**config.mk**
```make
export PLATFORM = sky130hd
export DESIGN_NAME = ltoc_timers
export DESIGN_NICKNAME = d
export VERILOG_FILES = /design/src/verilog/ltoc_pkg.sv /design/src/verilog/ltoc_timers.sv
export SDC_FILE = /design/constraint.sdc
export NUM_CORES = 1
export LEC_CHECK = 0
export BUFFER_PORTS_ARGS = -buffer_cell sky130_fd_sc_hd__buf_2
export CAP_MARGIN = 20
export CORE_ASPECT_RATIO = 0.75
export CORE_MARGIN = 2
export CORE_UTILIZATION = 35
export DETAILED_ROUTE_END_ITERATION = 7
export GPL_TIMING_DRIVEN = 0
export PLACE_DENSITY = 0.51
export SLEW_MARGIN = 20
export SYNTH_ARGS = -nofsm -noshare
export SYNTH_HDL_FRONTEND = slang
export SYNTH_SLANG_ARGS = --single-unit
export TNS_END_PERCENT = 10
```
**constraint.sdc**
```tcl
create_clock -name sys_clk -period 7.15 [get_ports sys_clk]
set_input_delay 0.3575 -clock sys_clk [delete_from_list [all_inputs] [get_ports sys_clk]]
set_output_delay 0.3575 -clock sys_clk [all_outputs]
set_load 0.01 [all_outputs]
```
**src/verilog/ltoc_pkg.sv**
```systemverilog
package ltoc_pkg;

  // ----------------------------------------
  // Mode and scale encodings
  // ----------------------------------------
  localparam logic [1:0] MODE_13BIT  = 2'h0;
  localparam logic [1:0] MODE_16BIT  = 2'h1;
  localparam logic [1:0] MODE_8RLD   = 2'h2;
  localparam logic [1:0] MODE_HALT   = 2'h3;

  localparam logic [1:0] SCALE_DIV12 = 2'h0;
  localparam logic [1:0] SCALE_DIV4  = 2'h1;
  localparam logic [1:0] SCALE_DIV48 = 2'h2;
  localparam logic [1:0] SCALE_OSC8  = 2'h3;

  // ----------------------------------------
  // Timing counts
  // ----------------------------------------
  localparam logic [5:0] PRE_DIV4    = 6'h04;
  localparam logic [5:0] PRE_DIV12   = 6'h0C;
  localparam logic [5:0] PRE_DIV48   = 6'h30;
  localparam logic [5:0] PRE_AT24    = 6'h18;
  localparam logic [5:0] PRE_AT36    = 6'h24;
  localparam logic [2:0] OSC_LAST    = 3'h7;

  // ----------------------------------------
  // Reset values and field positions
  // ----------------------------------------
  localparam logic [15:0] CNT_RESET  = 16'h0000;
  localparam logic [4:0]  SYNC_RESET = 5'h00;
  localparam int SYNC_TA_PIN  = 0;
  localparam int SYNC_TB_PIN  = 1;
  localparam int SYNC_IRQ_A   = 2;
  localparam int SYNC_IRQ_B   = 3;
  localparam int SYNC_OSC     = 4;

  // ----------------------------------------
  // Carriers
  // ----------------------------------------
  typedef struct packed {
    logic       run;
    logic       gate;
    logic [1:0] mode_select_bits;
    logic       counter_timer_select;
    logic       clock_select;
    logic       irq_enable;
    logic       ext_irq_polarity;
  } ltoc_leg_cfg_t;

  typedef struct packed {
    logic run;
    logic split_mode;
    logic capture_mode;
    logic timer_c_clock_select;
    logic timer_c_ext_clock_select;
    logic irq_enable;
    logic timer_c_low_irq_enable;
  } ltoc_c_cfg_t;

  typedef struct packed {
    logic [7:0] data;
    logic       a_low_wr;
    logic       a_high_wr;
    logic       b_low_wr;
    logic       b_high_wr;
    logic       c_low_wr;
    logic       c_high_wr;
    logic       c_reload_low_wr;
    logic       c_reload_high_wr;
    logic       a_flag_clr;
    logic       b_flag_clr;
    logic       c_high_flag_clr;
    logic       c_low_flag_clr;
  } ltoc_wr_t;

  typedef struct packed {
    logic [5:0]  pre;
    logic [2:0]  osc_cnt;
    logic [4:0]  s1;
    logic [4:0]  s2;
    logic [4:0]  s3;
    logic [15:0] cnt_a;
    logic [15:0] cnt_b;
    logic        flag_a;
    logic        flag_b;
    logic        irq_a;
    logic        irq_b;
    logic [15:0] cnt_c;
    logic [15:0] rld_c;
    logic        flag_ch;
    logic        flag_cl;
    logic        irq_c;
  } ltoc_state_t;

endpackage : ltoc_pkg

```
**src/verilog/ltoc_timers.sv**
```systemverilog
`timescale 1ns/100ps
// How it works
// RL1 - Each legacy timer holds a 16-bit count written as low and high bytes.
// RL2 - Each legacy timer has its own two mode bits, set independently.
// RL3 - Mode 0 counts 13 bits: high byte plus low byte bits 4..0.
// RL4 - Mode 0 leaves low byte bits 7..5 undefined; software masks them.
// RL5 - 13-bit wrap from all ones sets overflow flag and enabled interrupt.
// RL6 - Counter select 1 counts falling edges of the timer input pin.
// RL7 - Counter select 0 counts system clock or the prescaler source.
// RL8 - Counts only when run and (gate clear or external input active).
// RL9 - Setting run never clears or reloads the count.
// RL10 - Software loads the count before setting run.
// RL11 - Second timer mirrors the first with its own bits and input.
// RL12 - Each legacy timer interrupt gated by its own enable bit.
// RL13 - Third timer split mode flags high and low byte wraps.
// RL14 - High overflow interrupts; low too when low enable set.
// RL15 - Third timer flags stay set until software clears them.
// RL16 - Capture mode counts system clock or system clock over 12.
// RL17 - Capture copies the full count to reload pair and sets high flag.
// RL18 - Capture fires at falling edge of external oscillator over 8.
// RL19 - Software uses 16-bit reload mode and a fast timer clock.
// RL20 - Pin edges are taken from synchronised samples, counted once.
module ltoc_timers (
  input  wire logic                   sys_clk,
  input  wire logic                   rst,
  input  wire ltoc_pkg::ltoc_leg_cfg_t timer_a_cfg,
  input  wire ltoc_pkg::ltoc_leg_cfg_t timer_b_cfg,
  input  wire ltoc_pkg::ltoc_c_cfg_t   timer_c_cfg,
  input  wire logic [1:0]             clock_scale,
  input  wire ltoc_pkg::ltoc_wr_t      sw_wr,
  input  wire logic                   timer_a_input_pin,
  input  wire logic                   timer_b_input_pin,
  input  wire logic                   ext_irq_a_input,
  input  wire logic                   ext_irq_b_input,
  input  wire logic                   ext_osc_pin,
  output logic [7:0]                  timer_a_low_byte,
  output logic [7:0]                  timer_a_high_byte,
  output logic                        timer_a_overflow_flag,
  output logic                        timer_a_irq,
  output logic [7:0]                  timer_b_low_byte,
  output logic [7:0]                  timer_b_high_byte,
  output logic                        timer_b_overflow_flag,
  output logic                        timer_b_irq,
  output logic [7:0]                  timer_c_low_byte,
  output logic [7:0]                  timer_c_high_byte,
  output logic [7:0]                  timer_c_reload_low,
  output logic [7:0]                  timer_c_reload_high,
  output logic                        timer_c_high_overflow_flag,
  output logic                        timer_c_low_overflow_flag,
  output logic                        timer_c_irq
);

  // ----------------------------------------
  // Helpers
  // ----------------------------------------
  // Step a legacy count; bit 16 flags a wrap
  function automatic logic [16:0] ltoc_step(
    input logic [1:0]  mode,
    input logic [15:0] c
  );
    logic [13:0] s13;
    logic [16:0] s16;
    logic [8:0]  s8;
    s13 = {1'b0, c[15:8], c[4:0]} + 14'h0001;
    s16 = {1'b0, c} + 17'h00001;
    s8  = {1'b0, c[7:0]} + 9'h001;
    case (mode)
      ltoc_pkg::MODE_13BIT: begin
        ltoc_step = {s13[13], s13[12:5], c[7:5], s13[4:0]}; // RL3 RL4 RL5
      end
      ltoc_pkg::MODE_16BIT: begin
        ltoc_step = s16;
      end
      ltoc_pkg::MODE_8RLD: begin
        ltoc_step = {s8[8], c[15:8], (s8[8] ? c[15:8] : s8[7:0])};
      end
      default: begin
        ltoc_step = {1'b0, c};
      end
    endcase
  endfunction : ltoc_step

  // Tick of a legacy timer
  function automatic logic ltoc_tick(
    input ltoc_pkg::ltoc_leg_cfg_t cfg,
    input logic                    pin_fall,
    input logic                    irq_level,
    input logic                    scale_tick
  );
    logic active;
    logic src;
    active = cfg.ext_irq_polarity ? irq_level : ~irq_level;
    if (cfg.counter_timer_select) begin
      src = pin_fall; // RL6
    end else begin
      src = cfg.clock_select ? 1'b1 : scale_tick; // RL7
    end
    ltoc_tick = cfg.run & (~cfg.gate | active) & src; // RL8
  endfunction : ltoc_tick

  // ----------------------------------------
  // State
  // ----------------------------------------
  ltoc_pkg::ltoc_state_t st_q;
  ltoc_pkg::ltoc_state_t st_d;

  logic [4:0]  fall;
  logic        osc_tick;
  logic        div4_tick;
  logic        div12_tick;
  logic        div48_tick;
  logic        scale_tick;
  logic        tick_a;
  logic        tick_b;
  logic        tick_c;
  logic [16:0] nxt_a;
  logic [16:0] nxt_b;
  logic [16:0] nxt_c;
  logic [8:0]  nxt_cl;
  logic [8:0]  nxt_ch;
  logic        set_ch;
  logic        set_cl;

  // ----------------------------------------
  // Next state
  // ----------------------------------------
  always_comb begin
    st_d = st_q;
    // Two-stage synchronisers plus edge stage
    st_d.s1 = {ext_osc_pin, ext_irq_b_input, ext_irq_a_input,
               timer_b_input_pin, timer_a_input_pin};
    st_d.s2 = st_q.s1;
    st_d.s3 = st_q.s2;
    fall = st_q.s3 & ~st_q.s2; // RL20

    // Prescaler over one 48-cycle period
    st_d.pre = (st_q.pre == ltoc_pkg::PRE_DIV48 - 6'h01) ? 6'h00 : st_q.pre + 6'h01;
    div4_tick  = (st_q.pre[1:0] == 2'h0);
    div12_tick = (st_q.pre == 6'h00) || (st_q.pre == ltoc_pkg::PRE_DIV12)
                 || (st_q.pre == ltoc_pkg::PRE_AT24) || (st_q.pre == ltoc_pkg::PRE_AT36);
    div48_tick = (st_q.pre == 6'h00);

    // Oscillator over 8: one tick per eight falling edges
    osc_tick = 1'b0;
    if (fall[ltoc_pkg::SYNC_OSC]) begin
      st_d.osc_cnt = st_q.osc_cnt + 3'h1;
      osc_tick = (st_q.osc_cnt == ltoc_pkg::OSC_LAST); // RL18
    end

    case (clock_scale)
      ltoc_pkg::SCALE_DIV12: begin
        scale_tick = div12_tick;
      end
      ltoc_pkg::SCALE_DIV4: begin
        scale_tick = div4_tick;
      end
      ltoc_pkg::SCALE_DIV48: begin
        scale_tick = div48_tick;
      end
      default: begin
        scale_tick = osc_tick;
      end
    endcase

    // Legacy timers
    tick_a = ltoc_tick(timer_a_cfg, fall[ltoc_pkg::SYNC_TA_PIN],
                       st_q.s2[ltoc_pkg::SYNC_IRQ_A], scale_tick);
    tick_b = ltoc_tick(timer_b_cfg, fall[ltoc_pkg::SYNC_TB_PIN],
                       st_q.s2[ltoc_pkg::SYNC_IRQ_B], scale_tick); // RL11
    nxt_a = ltoc_step(timer_a_cfg.mode_select_bits, st_q.cnt_a); // RL2
    nxt_b = ltoc_step(timer_b_cfg.mode_select_bits, st_q.cnt_b); // RL2
    if (tick_a) begin
      st_d.cnt_a = nxt_a[15:0]; // RL9
    end
    if (tick_b) begin
      st_d.cnt_b = nxt_b[15:0];
    end
    if (sw_wr.a_low_wr) begin
      st_d.cnt_a[7:0] = sw_wr.data; // RL1
    end
    if (sw_wr.a_high_wr) begin
      st_d.cnt_a[15:8] = sw_wr.data; // RL1
    end
    if (sw_wr.b_low_wr) begin
      st_d.cnt_b[7:0] = sw_wr.data;
    end
    if (sw_wr.b_high_wr) begin
      st_d.cnt_b[15:8] = sw_wr.data;
    end
    // Set beats clear
    st_d.flag_a = (st_q.flag_a & ~sw_wr.a_flag_clr) | (tick_a & nxt_a[16]); // RL5
    st_d.flag_b = (st_q.flag_b & ~sw_wr.b_flag_clr) | (tick_b & nxt_b[16]);
    st_d.irq_a  = timer_a_cfg.irq_enable & st_d.flag_a; // RL12
    st_d.irq_b  = timer_b_cfg.irq_enable & st_d.flag_b; // RL12

    // Third timer clock
    if (timer_c_cfg.timer_c_clock_select) begin
      tick_c = 1'b1; // RL16
    end else if (timer_c_cfg.timer_c_ext_clock_select && !timer_c_cfg.capture_mode) begin
      tick_c = osc_tick;
    end else begin
      tick_c = div12_tick; // RL16
    end
    tick_c = tick_c & timer_c_cfg.run;

    nxt_c  = {1'b0, st_q.cnt_c} + 17'h00001;
    nxt_cl = {1'b0, st_q.cnt_c[7:0]} + 9'h001;
    nxt_ch = {1'b0, st_q.cnt_c[15:8]} + 9'h001;
    set_ch = 1'b0;
    set_cl = 1'b0;
    if (tick_c) begin
      if (timer_c_cfg.split_mode) begin
        st_d.cnt_c[7:0]  = nxt_cl[8] ? st_q.rld_c[7:0] : nxt_cl[7:0];
        st_d.cnt_c[15:8] = nxt_ch[8] ? st_q.rld_c[15:8] : nxt_ch[7:0];
        set_cl = nxt_cl[8]; // RL13
        set_ch = nxt_ch[8]; // RL13
      end else begin
        if (nxt_c[16] && !timer_c_cfg.capture_mode) begin
          st_d.cnt_c = st_q.rld_c;
        end else begin
          st_d.cnt_c = nxt_c[15:0];
        end
        set_ch = nxt_c[16];
      end
    end

    // Capture of the running count
    if (timer_c_cfg.capture_mode && osc_tick) begin
      st_d.rld_c = st_q.cnt_c; // RL17
      set_ch = 1'b1; // RL17
    end
    if (sw_wr.c_low_wr) begin
      st_d.cnt_c[7:0] = sw_wr.data;
    end
    if (sw_wr.c_high_wr) begin
      st_d.cnt_c[15:8] = sw_wr.data;
    end
    if (sw_wr.c_reload_low_wr) begin
      st_d.rld_c[7:0] = sw_wr.data;
    end
    if (sw_wr.c_reload_high_wr) begin
      st_d.rld_c[15:8] = sw_wr.data;
    end

    // Flags cleared only by software, set wins
    st_d.flag_ch = (st_q.flag_ch & ~sw_wr.c_high_flag_clr) | set_ch; // RL15
    st_d.flag_cl = (st_q.flag_cl & ~sw_wr.c_low_flag_clr) | set_cl; // RL15
    st_d.irq_c = timer_c_cfg.irq_enable
                 & (st_d.flag_ch | (timer_c_cfg.timer_c_low_irq_enable & st_d.flag_cl)); // RL14
  end

  // ----------------------------------------
  // Registers
  // ----------------------------------------
  always_ff @(posedge sys_clk or posedge rst) begin
    if (rst) begin
      st_q.pre     <= 6'h00;
      st_q.osc_cnt <= 3'h0;
      st_q.s1      <= ltoc_pkg::SYNC_RESET;
      st_q.s2      <= ltoc_pkg::SYNC_RESET;
      st_q.s3      <= ltoc_pkg::SYNC_RESET;
      st_q.cnt_a   <= ltoc_pkg::CNT_RESET;
      st_q.cnt_b   <= ltoc_pkg::CNT_RESET;
      st_q.flag_a  <= 1'b0;
      st_q.flag_b  <= 1'b0;
      st_q.irq_a   <= 1'b0;
      st_q.irq_b   <= 1'b0;
      st_q.cnt_c   <= ltoc_pkg::CNT_RESET;
      st_q.rld_c   <= ltoc_pkg::CNT_RESET;
      st_q.flag_ch <= 1'b0;
      st_q.flag_cl <= 1'b0;
      st_q.irq_c   <= 1'b0;
    end else begin
      st_q <= st_d;
    end
  end

  // ----------------------------------------
  // Outputs
  // ----------------------------------------
  assign timer_a_low_byte           = st_q.cnt_a[7:0];
  assign timer_a_high_byte          = st_q.cnt_a[15:8];
  assign timer_a_overflow_flag      = st_q.flag_a;
  assign timer_a_irq                = st_q.irq_a;
  assign timer_b_low_byte           = st_q.cnt_b[7:0];
  assign timer_b_high_byte          = st_q.cnt_b[15:8];
  assign timer_b_overflow_flag      = st_q.flag_b;
  assign timer_b_irq                = st_q.irq_b;
  assign timer_c_low_byte           = st_q.cnt_c[7:0];
  assign timer_c_high_byte          = st_q.cnt_c[15:8];
  assign timer_c_reload_low         = st_q.rld_c[7:0];
  assign timer_c_reload_high        = st_q.rld_c[15:8];
  assign timer_c_high_overflow_flag = st_q.flag_ch;
  assign timer_c_low_overflow_flag  = st_q.flag_cl;
  assign timer_c_irq                = st_q.irq_c;

endmodule : ltoc_timers

```
==> flow_metrics.tcl, run 1 <==
set metrics [dict create \
    tns_ns 0 \
    setup_viol 0 \
    holdCritStartpoint "ext_irq_a_input" \
    drive_gt1_share_pct 25.1 \
    synth_nets 836 \
    nNetsFinal 963 \
    die_w_um 163 \
    gp_congestion 0.919 \
    start_util_pct 35.9 \
    synth_cell_type_count 71 \
    antenna_found_initial 0 \
    crit_type "flop to flop" \
    wl_um 20700 \
    fin_util_pct 42.6 \
    synth-edff-count 0 \
    wl_per_cell_um 18.0 \
    status "finished, final reports clean" \
    crit_path_start "timer_a_low_byte[0]" \
    grt_pass1_vias 5825 \
    cts_root_buf "clkbuf_16" \
    synth_area_per_cell_um2 8.67 \
    grt-ovfl-total 0 \
    post_cts.repair.setup_buffers 0 \
    holdWs_ns 0.105 \
    detail-route-antenna-nets 0 \
    grt_usage_pct 21.1 \
    worstReg2RegEnd "timer_a_irq" \
    drc_errors 0 \
    p_leak_nw 3.65 \
    cp-endpoint "timer_a_irq" \
    vias 6147 \
    holdPathStages 1 \
    drtIter0Drc 499 \
    grt_max_degree 69 \
    max_cap_violations 0 \
    yosysWarnings 0 \
    hpwl_um 14800 \
    diodes 0 \
    fmax_mhz 347 \
    synth_ff_type "dfrtp_1" \
    clock_sinks 93 \
    cts_tree "done" \
    hold_class "primary input to flop" \
    yosysTopAreaCell "dfrtp_1" \
    io_pins 123 \
    required_ns 7.43 \
    path_max_fanout 10 \
    clkLatencyLatePin_ns 0.35 \
    ys_seq_area_share_pct 34.9 \
    clk_pin_slew_ns 0.07 \
    synth_area_leaders "dfrtp_1 35%, buf_4 7.4%, mux2i_1 6.2%" \
    rsz0062_at_grt "false" \
    endpoint_kind "flop" \
    async_reset_ff_share_pct 100 \
    start_kind "flop" \
    synth-seq-cells 93 \
    via_per_inst 5.36 \
    synthesis.area_mm2 0.00666 \
    grt_pass1_wl_um 32800 \
    syn_inst 768 \
    maxSlewHeadroom_pct 43.1 \
    peakVddDrop_mv 0.0987 \
    cellPowerDensity_mw_per_mm2 201 \
    period_share_pct 40.3 \
    port_buffers 114 \
    die_h_um 123 \
    die_area_mm2 0.0202 \
    core_area_mm2 0.0186 \
    critPathArrivalTime_ns 3.17 \
    min_period_ns 2.88 \
    synth_top_area_share_pct 34.9 \
    clockBufferDepth 2 \
    total_power_mw 1.59 \
    r2r-start "timer_a_low_byte[0]" \
    r2r.worst_path.cells 7 \
    final_cell_mix "115 x buf_2, 93 x dfrtp_1, 68 x nand2_1" \
    rows 43 \
    clock_skew_ns 0.00752 \
    r2r_slack_ns 4.27 \
    final_common_cell "buf_2" \
    worst_pin_slew_ns 0.853 \
    area_growth_pct 18.9 \
    dr.pass1.iters 8 \
    finalHoldViolCount 0 \
    htreeDepth 3 \
    final_max_slew_viol_count 0 \
    numCtsBuffers 9 \
]
==> cells by family after synthesis <==
kind of cell / Yosys count / share of synthesized area (%)
AND/OR/NAND/NOR: 227 / 17.5
flip-flops: 93 / 34.9
buffers and inverters: 146 / 12.1
AO/OA/AOI/OAI: 213 / 21.8
XOR/XNOR: 24 / 3.16
multiplexers: 49 / 7.51
adder cells (fa/ha/maj): 16 / 3.01
==> per-stage QoR <==
stage / std cells / worst slack [ns] / instance area (um2)
after floorplan: 768 / 4.37 / 6660
after global placement: 1129 / 3.00 / 7540
after detailed placement: 1130 / 4.35 / 7570
after CTS: 1147 / 4.30 / 7920
after global routing: 1147 / 4.10 / 7920
final: 1147 / 4.27 / 7920
==> flip-flops by register name, summed over array words and instances (netlist names), 8 cells and up <==
| signal | flops |
|---|---|
| timer_c_high_byte | 8 |
| st_d | 10 |
| timer_c_low_byte | 8 |
| timer_b_high_byte | 8 |
| timer_c_reload_high | 8 |
| timer_b_low_byte | 8 |
| timer_a_high_byte | 8 |
| st_q | 12 |
| timer_a_low_byte | 8 |
| timer_c_reload_low | 8 |
==> cell usage after synthesis, drive strengths merged, types with 7 or more instances <==
| library cell | count |
|---|---|
| nand2 | 68 |
| a221o | 10 |
| a211oi | 8 |
| o21ai | 57 |
| o22ai | 9 |
| buf | 76 |
| xor2 | 14 |
| nor3 | 19 |
| mux2i | 41 |
| nor2b | 10 |
| a21o | 8 |
| nor2 | 34 |
| and3 | 7 |
| clkbuf | 35 |
| a22oi | 7 |
| and2 | 8 |
| inv | 35 |
| a31oi | 11 |
| nand3 | 32 |
| nand4 | 10 |
| o31ai | 8 |
| xnor2 | 10 |
| mux2 | 8 |
| a21oi | 35 |
| ha | 16 |
| or2 | 8 |
| dfrtp | 93 |
==> final cells by class <==
| type | count | area, um2 |
|---|---|---|
| Fill cell | 1906 | 10600 |
| Multi-Input combinational cell | 529 | 3530 |
| Sequential cell | 93 | 2330 |
| Buffer | 111 | 674 |
| Timing Repair Buffer | 116 | 608 |
| Tap cell | 247 | 309 |
| Clock buffer | 11 | 253 |
| Inverter | 35 | 136 |
| Clock inverter | 5 | 81.3 |
==> power breakdown <==
part	switching (mW)	internal, mW
clock network	0.217	0.326
registers	0.0709	0.579
logic	0.210	0.191
total	0.498	1.10
==> worst max-delay path, stage by stage (launching register included) <==
cell and delay (ns):
dfrtp_1 0.46, ha_1 0.29, nand4_1 0.30, nor2_1 0.64, a22o_1 0.35, a32oi_1 0.18
o32ai_1 0.35, and2_1 0.22
==> worst min path at each step <==
stage / slack (ns) / end
floorplan: 0.33 / st_d[71]
global route: 0.09 / st_d[80]
CTS: 0.09 / st_d[78]
global placement: 0.33 / st_d[74]
finish: 0.11 / st_d[78]
detailed placement: 0.33 / st_d[72]
==> metal layers <==
metal | GRT usage (%) | wire length (um) | vias up
met3 | 4.39 | 1200 | 16
li1 | - | - | 2999
met5 | 0 | 0 | -
met4 | 5.31 | 277 | 0
met2 | 31.2 | 8660 | 204
met1 | 31.4 | 10500 | 2928
==> timing repair <==
action	in CTS	in global routing
gates resized for setup	0	0
hold endpoints to repair	25	0
hold buffers	1	0
No activity file was read; power rests on OpenSTA's default activity.
==> inputs of run 2 (changes only) <==
clock period = 2.7 ns   (was 7.15 ns; I/O delays follow)
==> flow_metrics.tcl, run 2 (same netlist as run 1, synthesis figures left out) <==
set metrics [dict create \
    status "finished, final reports clean" \
    required_ns 2.99 \
    start_util_pct 35.9 \
    p_leak_nw 3.71 \
    clock_skew_ns 0.00638 \
    setup_viol 0 \
    clock_sinks 93 \
    holdCritStartpoint "timer_a_cfg[1]" \
    fin_util_pct 43.6 \
    final_cell_mix "116 x buf_2, 93 x dfrtp_1, 68 x nand2_1" \
    detail-route-antenna-nets 0 \
    critPathArrivalTime_ns 2.89 \
    seq_area_mm2 0.00233 \
    vias 6206 \
    whs_endpoint "timer_a_irq" \
    top_register "st_q" \
    r2r-start "timer_b_low_byte[0]" \
    total_power_mw 4.24 \
    wl_per_cell_um 18.0 \
    hold_class "primary input to flop" \
    via_per_inst 5.36 \
    grt_pass1_vias 5855 \
    post_cts.repair.setup_buffers 0 \
    dr.pass1.iters 7 \
    diodes 0 \
    final_common_cell "buf_2" \
    fin_area_mm2 0.00809 \
    nNetsFinal 973 \
    r2r.worst_path.cells 7 \
    worstReg2RegEnd "timer_b_irq" \
    final_max_slew_viol_count 0 \
    path_max_fanout 10 \
    met1_usage_pct 31.6 \
    cellPowerDensity_mw_per_mm2 524 \
    die_area_mm2 0.0202 \
    min_period_ns 2.60 \
    peakVddDrop_mv 0.261 \
    r2r_slack_ns 0.1 \
    grt-ovfl-total 0 \
    met3_usage_pct 4.19 \
    antenna_found_initial 0 \
    postPlaceCellArea_mm2 0.00757 \
    rsz0062_at_grt "true" \
    crit_type "flop to flop" \
    cts_tree "done" \
    endpoint_kind "flop" \
    cts_root_buf "clkbuf_16" \
    io_pins 123 \
    maxSlewHeadroom_pct 40.4 \
    die_h_um 123 \
    port_buffers 114 \
    drive_gt1_share_pct 26.3 \
    die_w_um 163 \
    clockBufferDepth 2 \
    grt_busiest_layer "met1" \
    grt_util_met2_pct 31.5 \
    clk_pin_slew_ns 0.07 \
    area_growth_pct 21.4 \
    max_cap_violations 0 \
    largest_reg_flops 12 \
    numCtsBuffers 9 \
    drtIter0Drc 500 \
    grt_usage_pct 21.3 \
    core_area_mm2 0.0186 \
    fill_cells 1897 \
    holdWs_ns 0.0450 \
    drc_errors 0 \
    gp_congestion 0.919 \
    clkLatencyLatePin_ns 0.35 \
    hpwl_um 14800 \
    wl_um 20800 \
    htreeDepth 3 \
    worst_pin_slew_ns 0.893 \
    tns_ns 0 \
    finalHoldViolCount 0 \
    grt_max_degree 69 \
    rows 43 \
    multi_input_area_mm2 0.00359 \
    period_share_pct 96.5 \
    grt_pass1_wl_um 33100 \
    start_kind "flop" \
    holdPathStages 2 \
    fmax_mhz 384 \
]
==> run 2: cell types whose count changed in the layout (fill, tap and decap cells not counted), moves of 2 or more <==
cell	delta
nor2_2	+2
nor2_4	+2
clkbuf_2	+3
clkbuf_1	-3
dlygate4sd3_1	+10
nor2_1	-4
==> run 2: metrics by stage <==
stage | setup WS (ns) | instances
2_1_floorplan | 0.145 | 768
3_3_place_gp | -1.23 | 1129
3_5_place_dp | -0.0957 | 1130
4_1_cts | 0.0156 | 1157
5_1_grt | -0.113 | 1157
6_report | 0.0950 | 1157
==> run 2: worst max-delay path by stage <==
stage / endpoint / cells past startpoint / from
after floorplan: st_d[71] / 1 / rst
after global placement: timer_c_low_byte[1] / 2 / rst
after detailed placement: timer_a_irq / 7 / timer_a_low_byte[0]
after CTS: timer_b_high_byte[1] / 9 / st_q[86]
after global routing: timer_b_irq / 7 / timer_b_low_byte[0]
final: timer_b_irq / 7 / timer_b_low_byte[0]
==> run 2: worst max-delay path: stages (launching register included) <==
cell	delay (ns)
dfrtp_1	0.47
ha_1	0.24
nand4_1	0.39
or2_2	0.43
clkbuf_1	0.27
o32a_1	0.29
o32ai_1	0.29
and2_1	0.17
==> run 2: layer usage <==
| metal | vias to the layer above | routed length, um |
|---|---|---|
| li1 | 3017 | - |
| met1 | 2938 | 10400 |
| met2 | 235 | 8780 |
| met3 | 16 | 1370 |
| met4 | 0 | 276 |
| met5 | - | 0 |
==> run 2: report_power, final <==
group / switching, mW / total [mW] / internal, mW
Clock: 0.574 / 1.44 / 0.865
Sequential: 0.187 / 1.72 / 1.53
Combinational: 0.564 / 1.08 / 0.517
==> run 2: repair_timing <==
action,4_1_cts,5_1_grt
hold buffers,11,0
gates resized for setup,5,17
setup endpoints to repair,12,30
hold endpoints to repair,35,0
==> run 2: final cells by class <==
type,instances,area share [%]
sequential,93,28.8
clock buffer,11,3.13
buffer,111,8.40
multi-input combinational,529,44.4
timing repair buffer,126,8.76
inverter,35,1.69
clock inverter,5,1.01
tap,247,3.82
